==> src/pkg/mspt_pkg.sv <==
// constants of the multi-slave pwm timer: register map, fields, resets
// assumes a 32-bit axi4-lite slave with 8-bit byte addresses
package mspt_pkg;
	localparam int          CW            = 16;
	localparam int          AW            = 8;
	// register byte offsets
	localparam logic [7:0]  OFF_CTRL      = 8'h00;
	localparam logic [7:0]  OFF_TRIG      = 8'h04;
	localparam logic [7:0]  OFF_RUN       = 8'h08;
	localparam logic [7:0]  OFF_CMODE     = 8'h0C;
	localparam logic [7:0]  OFF_OUTV      = 8'h10;
	localparam logic [7:0]  OFF_OUTE      = 8'h14;
	localparam logic [7:0]  OFF_OUTP      = 8'h18;
	localparam logic [7:0]  OFF_OUTM      = 8'h1C;
	localparam logic [7:0]  OFF_REL0      = 8'h20;
	localparam logic [7:0]  OFF_REL1      = 8'h24;
	localparam logic [7:0]  OFF_REL2      = 8'h28;
	localparam logic [7:0]  OFF_CNT0      = 8'h2C;
	localparam logic [7:0]  OFF_CNT1      = 8'h30;
	localparam logic [7:0]  OFF_CNT2      = 8'h34;
	localparam logic [7:0]  OFF_PSEL      = 8'h38;
	// field positions
	localparam int          TRIG_START_LSB = 0;
	localparam int          TRIG_STOP_LSB  = 4;
	localparam int          CMODE_MSEL_BIT = 8;
	localparam int          PSEL_B_LSB     = 4;
	localparam int          CH_M           = 0;
	localparam int          CH_S1          = 1;
	localparam int          CH_S2          = 2;
	// reset values
	localparam logic [15:0] CNT_RST       = 16'h0000;
	localparam logic [15:0] REL_RST       = 16'h0000;
	localparam logic [15:0] OUT_RST       = 16'h0000;
	localparam logic [7:0]  PSEL_RST      = 8'h00;
	localparam logic [2:0]  CMODE_RST     = 3'h0;
	// bus responses
	localparam logic [1:0]  RESP_OKAY     = 2'h0;
	localparam logic [1:0]  RESP_SLVERR   = 2'h2;
	// slave channel states
	typedef enum logic [1:0] {
		SL_IDLE  = 2'b00,
		SL_ARMED = 2'b01,
		SL_COUNT = 2'b10
	} mspt_sl_e;
endpackage : mspt_pkg

==> src/core/mspt_prescale.sv <==
// two prescaled count enables from the unit clock
// assumes psel fields come from the register block on the same clock
`timescale 1ns/1ps
module mspt_prescale (
	input  wire logic       ref_clk,
	input  wire logic       srst,
	input  wire logic       clr,
	input  wire logic [3:0] psel_a,
	input  wire logic [3:0] psel_b,
	output logic            tick_a,
	output logic            tick_b
);
	typedef struct packed {
		logic [15:0] cnt;
		logic        ta;
		logic        tb;
	} mspt_ps_s;

	mspt_ps_s r_reg;
	mspt_ps_s r_next;

	// divide by 2^sel: low bits all ones
	function automatic logic hit(input logic [15:0] c, input logic [3:0] s);
		logic [15:0] m;
		m = (16'h0001 << s) - 16'h0001;
		return (c & m) == m;
	endfunction : hit

	always_comb begin
		r_next     = r_reg;
		r_next.cnt = r_reg.cnt + 16'h0001;
		r_next.ta  = hit(r_reg.cnt, psel_a);
		r_next.tb  = hit(r_reg.cnt, psel_b);
		if (clr) begin
			r_next = '0;
		end
	end

	always_ff @(posedge ref_clk) begin
		if (srst) begin
			r_reg <= '0;
		end else begin
			r_reg <= r_next;
		end
	end

	assign tick_a = r_reg.ta;
	assign tick_b = r_reg.tb;
endmodule : mspt_prescale

==> src/core/mspt_slave.sv <==
// one-count slave channel: duty window counter and active level
// assumes trig is a one-cycle pulse from the master period event
`timescale 1ns/1ps
module mspt_slave (
	input  wire logic        ref_clk,
	input  wire logic        srst,
	input  wire logic        clr,
	input  wire logic        tick,
	input  wire logic        run,
	input  wire logic        trig,
	input  wire logic [15:0] reload,
	output logic      [15:0] cnt,
	output logic             act,
	output logic             end_irq
);
	typedef struct packed {
		mspt_pkg::mspt_sl_e st;
		logic [15:0]        cnt;
		logic               act;
		logic               eirq;
	} mspt_sv_s;

	localparam mspt_sv_s RST = '{st: mspt_pkg::SL_IDLE,
		cnt: mspt_pkg::CNT_RST, act: 1'b0, eirq: 1'b0};

	mspt_sv_s r_reg;
	mspt_sv_s r_next;

	always_comb begin
		r_next      = r_reg;
		r_next.eirq = 1'b0;
		if (run && trig) begin
			r_next.cnt = reload;
			r_next.st  = mspt_pkg::SL_ARMED;
		end else if (run && tick) begin
			unique case (r_reg.st)
				mspt_pkg::SL_IDLE: begin
				end
				mspt_pkg::SL_ARMED: begin
					if (r_reg.cnt != mspt_pkg::CNT_RST) begin
						r_next.act = 1'b1;
						r_next.st  = mspt_pkg::SL_COUNT;
					end else begin
						r_next.act  = 1'b0;
						r_next.eirq = 1'b1;
						r_next.st   = mspt_pkg::SL_IDLE;
					end
				end
				mspt_pkg::SL_COUNT: begin
					r_next.cnt = r_reg.cnt - 16'h0001;
					if (r_reg.cnt == 16'h0001) begin
						r_next.act  = 1'b0;
						r_next.eirq = 1'b1;
						r_next.st   = mspt_pkg::SL_IDLE;
					end
				end
				default: begin
					r_next.st = mspt_pkg::SL_IDLE;
				end
			endcase
		end
		if (clr) begin
			r_next = RST;
		end
	end

	always_ff @(posedge ref_clk) begin
		if (srst) begin
			r_reg <= RST;
		end else begin
			r_reg <= r_next;
		end
	end

	assign cnt     = r_reg.cnt;
	assign act     = r_reg.act;
	assign end_irq = r_reg.eirq;
endmodule : mspt_slave

==> src/core/mspt_top.sv <==
// multi-slave pwm timer: axi4-lite registers, master channel, two slaves
// assumes one 25 MHz clock; pwm pins are released while the unit is off
`timescale 1ns/1ps
module mspt_top (
	input  wire logic        ref_clk,
	input  wire logic        srst,
	input  wire logic [7:0]  s_axi_awaddr,
	input  wire logic        s_axi_awvalid,
	output logic             s_axi_awready,
	input  wire logic [31:0] s_axi_wdata,
	input  wire logic [3:0]  s_axi_wstrb,
	input  wire logic        s_axi_wvalid,
	output logic             s_axi_wready,
	output logic [1:0]       s_axi_bresp,
	output logic             s_axi_bvalid,
	input  wire logic        s_axi_bready,
	input  wire logic [7:0]  s_axi_araddr,
	input  wire logic        s_axi_arvalid,
	output logic             s_axi_arready,
	output logic [31:0]      s_axi_rdata,
	output logic [1:0]       s_axi_rresp,
	output logic             s_axi_rvalid,
	input  wire logic        s_axi_rready,
	output logic             slave_pwm_pin_1,
	output logic             slave_pwm_pin_1_oe,
	output logic             slave_pwm_pin_2,
	output logic             slave_pwm_pin_2_oe,
	output logic             master_period_irq,
	output logic             slave_end_irq_1,
	output logic             slave_end_irq_2
);
	typedef struct packed {
		logic             unit_en;
		logic [2:0]       run;
		logic [2:0]       cmode;
		logic             msel;
		logic [15:0]      outv;
		logic [15:0]      oute;
		logic [15:0]      outp;
		logic [15:0]      outm;
		logic [7:0]       psel;
		logic [2:0][15:0] rel_sh;
		logic [2:1][15:0] rel_act;
		logic [15:0]      mcnt;
		logic             mirq;
		logic [1:0]       pin;
		logic [7:0]       aw_addr;
		logic             aw_have;
		logic [31:0]      w_data;
		logic [3:0]       w_strb;
		logic             w_have;
		logic             bvalid;
		logic [1:0]       bresp;
		logic             rvalid;
		logic [31:0]      rdata;
		logic [1:0]       rresp;
	} mspt_top_s;

	mspt_top_s r_reg;
	mspt_top_s r_next;

	logic        tick_a;
	logic        tick_b;
	logic        tick_m;
	logic [15:0] s1_cnt;
	logic [15:0] s2_cnt;
	logic        s1_act;
	logic        s2_act;
	logic        s1_end;
	logic        s2_end;
	logic [31:0] rd_val;
	logic        rd_ok;
	logic [2:0]  start_v;
	logic [2:0]  stop_v;

	// byte-lane merge into a 16-bit field
	function automatic logic [15:0] wmerge(input logic [15:0] o,
		input logic [31:0] d, input logic [3:0] s);
		logic [15:0] v;
		v = o;
		if (s[0]) begin
			v[7:0] = d[7:0];
		end
		if (s[1]) begin
			v[15:8] = d[15:8];
		end
		return v;
	endfunction : wmerge

	assign tick_m = r_reg.cmode[mspt_pkg::CH_M] ? tick_b : tick_a;

	mspt_prescale u_ps (
		.ref_clk (ref_clk),
		.srst    (srst),
		.clr     (~r_reg.unit_en),
		.psel_a  (r_reg.psel[3:0]),
		.psel_b  (r_reg.psel[7:4]),
		.tick_a  (tick_a),
		.tick_b  (tick_b)
	);

	// second slave identical
	// slaves clear on the same edge as the unit, so no late end event
	mspt_slave u_s1 (
		.ref_clk (ref_clk),
		.srst    (srst),
		.clr     (~r_next.unit_en),
		.tick    (r_reg.cmode[mspt_pkg::CH_S1] ? tick_b : tick_a),
		.run     (r_reg.run[mspt_pkg::CH_S1]),
		.trig    (r_reg.mirq),
		.reload  (r_reg.rel_act[1]),
		.cnt     (s1_cnt),
		.act     (s1_act),
		.end_irq (s1_end)
	);

	mspt_slave u_s2 (
		.ref_clk (ref_clk),
		.srst    (srst),
		.clr     (~r_next.unit_en),
		.tick    (r_reg.cmode[mspt_pkg::CH_S2] ? tick_b : tick_a),
		.run     (r_reg.run[mspt_pkg::CH_S2]),
		.trig    (r_reg.mirq),
		.reload  (r_reg.rel_act[2]),
		.cnt     (s2_cnt),
		.act     (s2_act),
		.end_irq (s2_end)
	);

	always_comb begin
		rd_val = 32'h0000_0000;
		rd_ok  = 1'b1;
		case (s_axi_araddr)
			mspt_pkg::OFF_CTRL:  rd_val[0] = r_reg.unit_en;
			mspt_pkg::OFF_TRIG:  rd_val = 32'h0000_0000;
			mspt_pkg::OFF_RUN:   rd_val[2:0] = r_reg.run;
			mspt_pkg::OFF_CMODE: begin
				rd_val[2:0] = r_reg.cmode;
				rd_val[mspt_pkg::CMODE_MSEL_BIT] = r_reg.msel;
			end
			mspt_pkg::OFF_OUTV:  rd_val[15:0] = r_reg.outv;
			mspt_pkg::OFF_OUTE:  rd_val[15:0] = r_reg.oute;
			mspt_pkg::OFF_OUTP:  rd_val[15:0] = r_reg.outp;
			mspt_pkg::OFF_OUTM:  rd_val[15:0] = r_reg.outm;
			mspt_pkg::OFF_REL0:  rd_val[15:0] = r_reg.rel_sh[0];
			mspt_pkg::OFF_REL1:  rd_val[15:0] = r_reg.rel_sh[1];
			mspt_pkg::OFF_REL2:  rd_val[15:0] = r_reg.rel_sh[2];
			mspt_pkg::OFF_CNT0:  rd_val[15:0] = r_reg.mcnt;
			mspt_pkg::OFF_CNT1:  rd_val[15:0] = s1_cnt;
			mspt_pkg::OFF_CNT2:  rd_val[15:0] = s2_cnt;
			mspt_pkg::OFF_PSEL:  rd_val[7:0] = r_reg.psel;
			default:             rd_ok = 1'b0;
		endcase
	end

	always_comb begin
		r_next      = r_reg;
		r_next.mirq = 1'b0;
		start_v     = 3'h0;
		stop_v      = 3'h0;
		if (s_axi_awvalid && !r_reg.aw_have) begin
			r_next.aw_addr = s_axi_awaddr;
			r_next.aw_have = 1'b1;
		end
		if (s_axi_wvalid && !r_reg.w_have) begin
			r_next.w_data = s_axi_wdata;
			r_next.w_strb = s_axi_wstrb;
			r_next.w_have = 1'b1;
		end
		if (r_reg.bvalid && s_axi_bready) begin
			r_next.bvalid = 1'b0;
		end
		if (r_reg.aw_have && r_reg.w_have && !r_reg.bvalid) begin
			r_next.aw_have = 1'b0;
			r_next.w_have  = 1'b0;
			r_next.bvalid  = 1'b1;
			r_next.bresp   = mspt_pkg::RESP_OKAY;
			if (r_reg.aw_addr == mspt_pkg::OFF_CTRL) begin
				if (r_reg.w_strb[0]) begin
					r_next.unit_en = r_reg.w_data[0];
				end
			end else if (r_reg.unit_en) begin
				case (r_reg.aw_addr)
					mspt_pkg::OFF_TRIG: begin
						if (r_reg.w_strb[0]) begin
							start_v = r_reg.w_data[2:0];
							stop_v  = r_reg.w_data[6:4];
						end
					end
					mspt_pkg::OFF_CMODE: begin
						if (r_reg.w_strb[0]) begin
							r_next.cmode = r_reg.w_data[2:0];
						end
						if (r_reg.w_strb[1]) begin
							r_next.msel = r_reg.w_data[8];
						end
					end
					mspt_pkg::OFF_OUTV: r_next.outv =
						wmerge(r_reg.outv, r_reg.w_data, r_reg.w_strb);
					mspt_pkg::OFF_OUTE: r_next.oute =
						wmerge(r_reg.oute, r_reg.w_data, r_reg.w_strb);
					mspt_pkg::OFF_OUTP: r_next.outp =
						wmerge(r_reg.outp, r_reg.w_data, r_reg.w_strb);
					mspt_pkg::OFF_OUTM: r_next.outm =
						wmerge(r_reg.outm, r_reg.w_data, r_reg.w_strb);
					mspt_pkg::OFF_REL0: r_next.rel_sh[0] =
						wmerge(r_reg.rel_sh[0], r_reg.w_data, r_reg.w_strb);
					mspt_pkg::OFF_REL1: r_next.rel_sh[1] =
						wmerge(r_reg.rel_sh[1], r_reg.w_data, r_reg.w_strb);
					mspt_pkg::OFF_REL2: r_next.rel_sh[2] =
						wmerge(r_reg.rel_sh[2], r_reg.w_data, r_reg.w_strb);
					mspt_pkg::OFF_PSEL: begin
						if (r_reg.w_strb[0]) begin
							r_next.psel = r_reg.w_data[7:0];
						end
					end
					mspt_pkg::OFF_CTRL, mspt_pkg::OFF_RUN,
					mspt_pkg::OFF_CNT0, mspt_pkg::OFF_CNT1,
					mspt_pkg::OFF_CNT2: begin
					end
					default: r_next.bresp = mspt_pkg::RESP_SLVERR;
				endcase
			end
		end
		if (r_reg.rvalid && s_axi_rready) begin
			r_next.rvalid = 1'b0;
		end
		if (s_axi_arvalid && !r_reg.rvalid) begin
			r_next.rvalid = 1'b1;
			r_next.rdata  = rd_val;
			r_next.rresp  = rd_ok ? mspt_pkg::RESP_OKAY
				: mspt_pkg::RESP_SLVERR;
		end
		r_next.run = r_reg.run & ~stop_v;
		r_next.run = r_next.run | (start_v & ~stop_v);
		if (start_v[mspt_pkg::CH_M] && !stop_v[mspt_pkg::CH_M]) begin
			r_next.mcnt    = r_reg.rel_sh[0];
			r_next.rel_act = r_reg.rel_sh[2:1];
			r_next.mirq    = 1'b1;
		end else if (r_reg.run[mspt_pkg::CH_M] && tick_m
			&& !stop_v[mspt_pkg::CH_M]) begin
			if (r_reg.mcnt == mspt_pkg::CNT_RST) begin
				r_next.mcnt = r_reg.rel_sh[0];
				r_next.rel_act = r_reg.rel_sh[2:1];
				r_next.mirq    = 1'b1;
			end else begin
				r_next.mcnt = r_reg.mcnt - 16'h0001;
			end
		end
		r_next.pin[0] = (r_reg.oute[1] && r_reg.outm[1])
			? (s1_act ^ r_reg.outp[1]) : r_reg.outv[1];
		r_next.pin[1] = (r_reg.oute[2] && r_reg.outm[2])
			? (s2_act ^ r_reg.outp[2]) : r_reg.outv[2];
		if (!r_next.unit_en) begin
			r_next.run     = 3'h0;
			r_next.cmode   = mspt_pkg::CMODE_RST;
			r_next.msel    = 1'b0;
			r_next.outv    = mspt_pkg::OUT_RST;
			r_next.oute    = mspt_pkg::OUT_RST;
			r_next.outp    = mspt_pkg::OUT_RST;
			r_next.outm    = mspt_pkg::OUT_RST;
			r_next.psel    = mspt_pkg::PSEL_RST;
			r_next.rel_sh  = {3{mspt_pkg::REL_RST}};
			r_next.rel_act = {2{mspt_pkg::REL_RST}};
			r_next.mcnt    = mspt_pkg::CNT_RST;
			r_next.mirq    = 1'b0;
			r_next.pin     = 2'h0;
		end
	end

	always_ff @(posedge ref_clk) begin
		if (srst) begin
			r_reg <= '0;
		end else begin
			r_reg <= r_next;
		end
	end

	assign s_axi_awready      = ~r_reg.aw_have;
	assign s_axi_wready       = ~r_reg.w_have;
	assign s_axi_bvalid       = r_reg.bvalid;
	assign s_axi_bresp        = r_reg.bresp;
	assign s_axi_arready      = ~r_reg.rvalid;
	assign s_axi_rvalid       = r_reg.rvalid;
	assign s_axi_rdata        = r_reg.rdata;
	assign s_axi_rresp        = r_reg.rresp;
	// port mode while the unit is off: pins released
	assign slave_pwm_pin_1    = r_reg.pin[0];
	assign slave_pwm_pin_2    = r_reg.pin[1];
	assign slave_pwm_pin_1_oe = r_reg.unit_en;
	assign slave_pwm_pin_2_oe = r_reg.unit_en;
	assign master_period_irq  = r_reg.mirq;
	assign slave_end_irq_1    = s1_end;
	assign slave_end_irq_2    = s2_end;
endmodule : mspt_top

==> config.mk <==
export PLATFORM = sky130hd
export DESIGN_NAME = mspt_top
export DESIGN_NICKNAME = d
export VERILOG_FILES = /design/src/pkg/mspt_pkg.sv /design/src/core/mspt_prescale.sv /design/src/core/mspt_slave.sv /design/src/core/mspt_top.sv
export SDC_FILE = /design/constraint.sdc
export NUM_CORES = 1
export LEC_CHECK = 0
export BUFFER_PORTS_ARGS = -buffer_cell sky130_fd_sc_hd__buf_4
export CAP_MARGIN = 20
export CORE_MARGIN = 1.5
export CORE_UTILIZATION = 35
export CTS_BUF_LIST = sky130_fd_sc_hd__clkbuf_4
export DETAILED_ROUTE_END_ITERATION = 8
export PLACE_DENSITY = 0.53
export SYNTH_ARGS = -nofsm -noshare
export SYNTH_HDL_FRONTEND = slang
export SYNTH_HIERARCHICAL = 1
export SYNTH_SLANG_ARGS = --single-unit
==> constraint.sdc <==
create_clock -name ref_clk -period 2.75 [get_ports ref_clk]
set_clock_uncertainty 0.15 [all_clocks]
set_input_delay 0.275 -clock ref_clk [delete_from_list [all_inputs] [get_ports ref_clk]]
set_output_delay 0.275 -clock ref_clk [all_outputs]
set_load 0.02 [all_outputs]
==> out/qor.yml, run 1 <==
outcome: "completed"
fin_crit_ns: 2.574
clock_latency_ns: 0.81
hold_viol: 0
cts_tree: "done"
grt_usage: 0.2452
power.density_nw_per_um2: 491.9
wl_um: 53830
peakVddDrop_v: 0.0002528
dieWidth_um: 207.9
dr_total_vias: 14410
async_flop_share: 0
p_sw_mw: 2.251
die_y_um: 207.9
cp.required_ns: 3.27
cpPeakStageDelay_ns: 0.55
synth_seq_cells: 284
seq_power_share: 0.482
clockBufferDepth: 3
finalPower_mw: 8.743
largest_reg_flops: 203
grt_pass1_wl_um: 81600
initial_utilization: 0.3575
whs_ns: 0.1092
drive_gt1_frac: 0.1949
placed_cell_area_um2: 15910
max_slew_margin: 0.4571
drtIter0Drc: 1408
critPathKind: "flop to flop"
maxSlewViolCount: 0
synthFlopType: "dfxtp_1"
fmax_mhz: 388.5
postCtsSetupBuffers: 0
utilization: 0.4323
grt_start_max_net_pins: 40
pwr-share-clk: 0.457
path_cells: "buf_4 -> or4b_1 -> buf_4 -> nor4_2 -> buf_4 -> nor2_1 -> and3_1 -> nor4_1"
cpMostUsedCell: "buf_4"
drv_cap: 0
cts_max_level: 3
crit_fanout: 23
yosys_warnings: 6
cts_root_buf: "clkbuf_4"
design_area_um2: 17770
antenna_found_initial: 1
nNetsFinal: 2071
clkSlewWorstSetupHoldPaths_ns: 0.06
viasPerCell: 5.585
coreArea_um2: 41110
cp-start-kind: "flop"
combinationalPowerShare: 0.062
yosysUniqueCellTypes: 85
grt.overflow.total: 0
hp-class: "input pin to flop"
hpwl_um: 38880
cp-end-kind: "flop"
p_sw_frac: 0.2575
syn-mean-instance-area_um2: 8.014
drc: 0
cts.sink_count: 284
period_share: 0.9361
synth_area_um2: 14700
yosysSeqAreaShare: 0.3868
rsz0062_at_grt: "no"
netlist_instances: 1834
postRouteAntennaNets: 0
final_cell_mix: "nand2_1 (290), dfxtp_1 (284), a21oi_1 (195)"
gp_congestion: 0.9374
dr.pass1.iters: 5
fin_setup_tns_ns: 0
wire_per_inst_um: 20.86
synth-edff-count: 0
max_slew.worst_pin.slew_ns: 0.8124
rows: 74
dieArea_um2: 43230
crit_slowest_cell: "or4b_1"
grt_pass1_vias: 13530
arrival_ns: 3.10
numPortBuffers: 70
p_int_mw: 6.491
cts_buffers: 83
final_common_cell: "nand2_1"
setup_viol: 0
area_delta_synth_final_pct: 20.92
leakagePower_nw: 6.144
io-pin-count: 107
area by class of cell:
cell class | instances | area (um2)
multi-input combinational | 1336 | 7923
fill | 4191 | 23340
tap | 532 | 665.6
inverter | 25 | 93.84
timing repair buffer | 267 | 2391
clock buffer | 116 | 870.8
sequential | 284 | 5685
clock inverter | 19 | 137.6
antenna | 2 | 5.005
Yosys cell counts, types with 5 or more instances:
cell type | count | area [um2]
a21oi_1 | 195 | 975.9
o211ai_1 | 7 | 52.55
xor2_1 | 10 | 87.58
a221oi_1 | 9 | 78.83
dfxtp_1 | 284 | 5685
buf_2 | 24 | 120.1
mux2i_1 | 72 | 720.7
nand2b_1 | 6 | 37.54
o21ai_0 | 101 | 505.5
and3_1 | 6 | 37.54
o22ai_1 | 21 | 131.4
a22oi_1 | 35 | 262.8
nand2_1 | 290 | 1089
inv_1 | 25 | 93.84
a31oi_1 | 10 | 62.56
nor3_1 | 36 | 180.2
buf_1 | 17 | 63.81
a21oi_2 | 11 | 96.34
a222oi_1 | 5 | 50.05
nor2b_1 | 11 | 68.82
xnor2_1 | 33 | 289.0
or2_2 | 12 | 75.07
nand3_1 | 46 | 230.2
clkbuf_1 | 89 | 334.1
ha_1 | 15 | 187.7
buf_4 | 69 | 518.0
o31ai_1 | 8 | 60.06
nor2_1 | 142 | 533.0
mux2_2 | 23 | 259.0
o41ai_1 | 5 | 43.79
buf_6 | 5 | 56.30
or4_1 | 5 | 37.54
and2_1 | 10 | 62.56
a211oi_1 | 17 | 127.6
nand3b_1 | 5 | 37.54
nand2_2 | 10 | 62.56
nand4_1 | 23 | 143.9
or3_1 | 12 | 75.07
a22o_1 | 9 | 78.83
a311oi_1 | 7 | 61.31
nor4_1 | 23 | 143.9
final timing paths:
path,from,to,slack [ns],depth (start not counted)
worst max-delay path,r_reg[79],r_reg[96],0.18,8
worst min-delay path,s_axi_araddr[1],s_axi_rdata[1],0.11,5
worst max register to register,r_reg[79],r_reg[96],0.18,8
worst min register to register,r_reg[126],r_reg[126],0.30,2
power groups by stage:
stage               Clock, mW  Combinational (mW)  Sequential (mW)
global placement            0               0.428             4.30
finish                   3.99               0.539             4.21
floorplan                   0               0.277             4.25
detailed placement          0               0.430             4.30
global route             4.36               0.571             4.21
CTS                      4.12               0.531             4.21
cell families (layout without fill, tap and decap cells):
| family | count (synthesis) | count (layout) | synth area share |
|---|---|---|---|
| compound gates | 482 | 482 | 0.2021 |
| xor+xnor | 43 | 43 | 0.02562 |
| fa+ha+maj | 15 | 15 | 0.01277 |
| buf+inv | 231 | 427 | 0.08138 |
| flops | 284 | 284 | 0.3868 |
| mux | 95 | 95 | 0.06666 |
| other cells | 1 | 20 | 0.0002551 |
| simple gates | 683 | 683 | 0.2244 |
routing by layer:
metal / vias to the layer above / GRT usage / share of wire
li1: 6784 / - / -
met4: 0 / 0.08180 / 0.020
met3: 70 / 0.04196 / 0.072
met1: 6990 / 0.3389 / 0.45
met2: 570 / 0.3861 / 0.45
met5: - / 0 / 0
worst max-delay path: cells and delay by family, from the launching register on:
kind | cells | cell delay (ns)
simple gates | 5 | 1.28
buf+inv | 3 | 0.70
flops | 1 | 0.31
stage by stage:
stage	setup slack, ns	instances
6_report	0.1757	2581
4_1_cts	0.01937	2579
2_1_floorplan	0.4118	1851
3_3_place_gp	0.1686	2361
3_5_place_dp	0.1363	2361
5_1_grt	0.0002247	2581
repair_timing:
| action | 4_1_cts | 5_1_grt |
|---|---|---|
| gates resized for setup | 0 | 4 |
| hold buffers | 83 | 0 |
| setup endpoints to repair | 0 | 39 |
| endpoints found under the hold margin | 47 | 0 |
No activity file was read; power rests on OpenSTA's default activity.
==> inputs of run 2 (changes only) <==
RECOVER_POWER = 100   (was not set)
==> out/qor.yml, run 2 (synthesis results as in run 1) <==
setup_ws_ns: 0.04385
grt.overflow.total: 0
cts_buffers: 83
initial_utilization: 0.3575
grt_pass1_vias: 13530
leakagePower_nw: 5.927
hp-class: "input pin to flop"
largest_reg_flops: 203
dieWidth_um: 207.9
power.density_nw_per_um2: 499.5
clock_latency_ns: 0.80
hold_viol: 0
rows: 74
maxSlewViolCount: 0
drv_cap: 0
cts.sink_count: 284
whs_ns: 0.1048
coreArea_um2: 41110
grt_pass1_wl_um: 81600
multi_input_area_um2: 7896
wl_um: 53790
dr.pass1.iters: 5
cp-end-kind: "flop"
fmax_mhz: 369.5
grt_usage: 0.2452
postRouteAntennaNets: 0
wire_per_inst_um: 20.84
fin_setup_tns_ns: 0
critPathKind: "input pin to flop"
period_share: 0.9841
crit_fanout: 13
fin_crit_ns: 2.706
max_slew.worst_pin.slew_ns: 0.9852
dieArea_um2: 43230
cts_max_level: 3
hpwl_um: 38880
clkSlewWorstSetupHoldPaths_ns: 0.06
cp-start-kind: "input pin"
clockBufferDepth: 3
final_common_cell: "nand2_1"
drive_gt1_frac: 0.1690
post-place-ws_ns: 0.1363
drc: 0
max_slew_margin: 0.3432
io-pin-count: 107
postCtsSetupBuffers: 0
final_cell_mix: "nand2_1 (290), dfxtp_1 (284), a21oi_1 (202)"
setup_viol: 0
dr_total_vias: 14290
antenna_found_initial: 1
rsz0062_at_grt: "no"
arrival_ns: 3.27
nNetsFinal: 2071
fillers: 4252
cts_tree: "done"
seq_area_um2: 5685
die_y_um: 207.9
grt_start_max_net_pins: 40
cts_root_buf: "clkbuf_4"
peakVddDrop_v: 0.0002532
drtIter0Drc: 1360
viasPerCell: 5.537
outcome: "completed"
cp.required_ns: 3.31
area_delta_synth_final_pct: 19.00
gp_congestion: 0.9374
numPortBuffers: 70
[run 2: final timing paths]
kind	from	endpoint	slack [ns]	cells after the start
worst min-delay path	s_axi_araddr[1]	s_axi_rdata[2]	0.10	7
worst min register to register	s_axi_rdata[5]	s_axi_rdata[5]	0.30	2
worst max-delay path	s_axi_araddr[5]	s_axi_rdata[12]	0.04	9
worst max register to register	r_reg[83]	r_reg[188]	0.10	8
[run 2: where the power goes]
group	total [mW]	leakage (nW)	internal [mW]	switching [mW]
Combinational	0.528	3.04	0.227	0.301
Clock	4.00	0.594	2.11	1.89
Sequential	4.21	2.29	4.14	0.0662
Total	8.74	5.93	6.48	2.26
[run 2: per-stage QoR]
stage          std cells  power, mW  area [um2]    util
6_report            2581      8.736       17490  0.4255
5_1_grt             2581      9.127       17490  0.4255
4_1_cts             2579      8.859       17750  0.4318
3_3_place_gp        2361      4.727       15910  0.3870
2_1_floorplan       1851      4.528       14760       -
3_5_place_dp        2361      4.729       15910  0.3870
[run 2: layer usage]
metal,GRT usage,vias up,share of wire
li1,-,6786,-
met1,0.3389,6920,0.46
met2,0.3861,524,0.45
met3,0.04196,61,0.064
met4,0.08180,0,0.020
met5,0,-,0
[run 2: final cells by class]
cell class,count,area share
repair buffers,267,0.1221
diodes,2,0.0002861
clock inverters,19,0.007869
clock buffers,116,0.04979
flip-flops and latches,284,0.3251
inverters,25,0.005365
multi-input cells,1336,0.4515
well taps,532,0.03806
[run 2: repair_timing]
action / CTS / global route
gates resized for setup: 0 / 4
hold buffers: 83 / 0
setup endpoints to repair: 0 / 39
hold endpoints to repair: 47 / 0
[run 2: critical path: stages]
cell           delay (ns)
dlygate4sd3_1        0.54
buf_4                0.20
nor2b_1              0.40
clkbuf_1             0.29
nand2_1              0.31
o22ai_1              0.37
o31ai_2              0.17
a21oi_1              0.16
dlygate4sd3_1        0.55
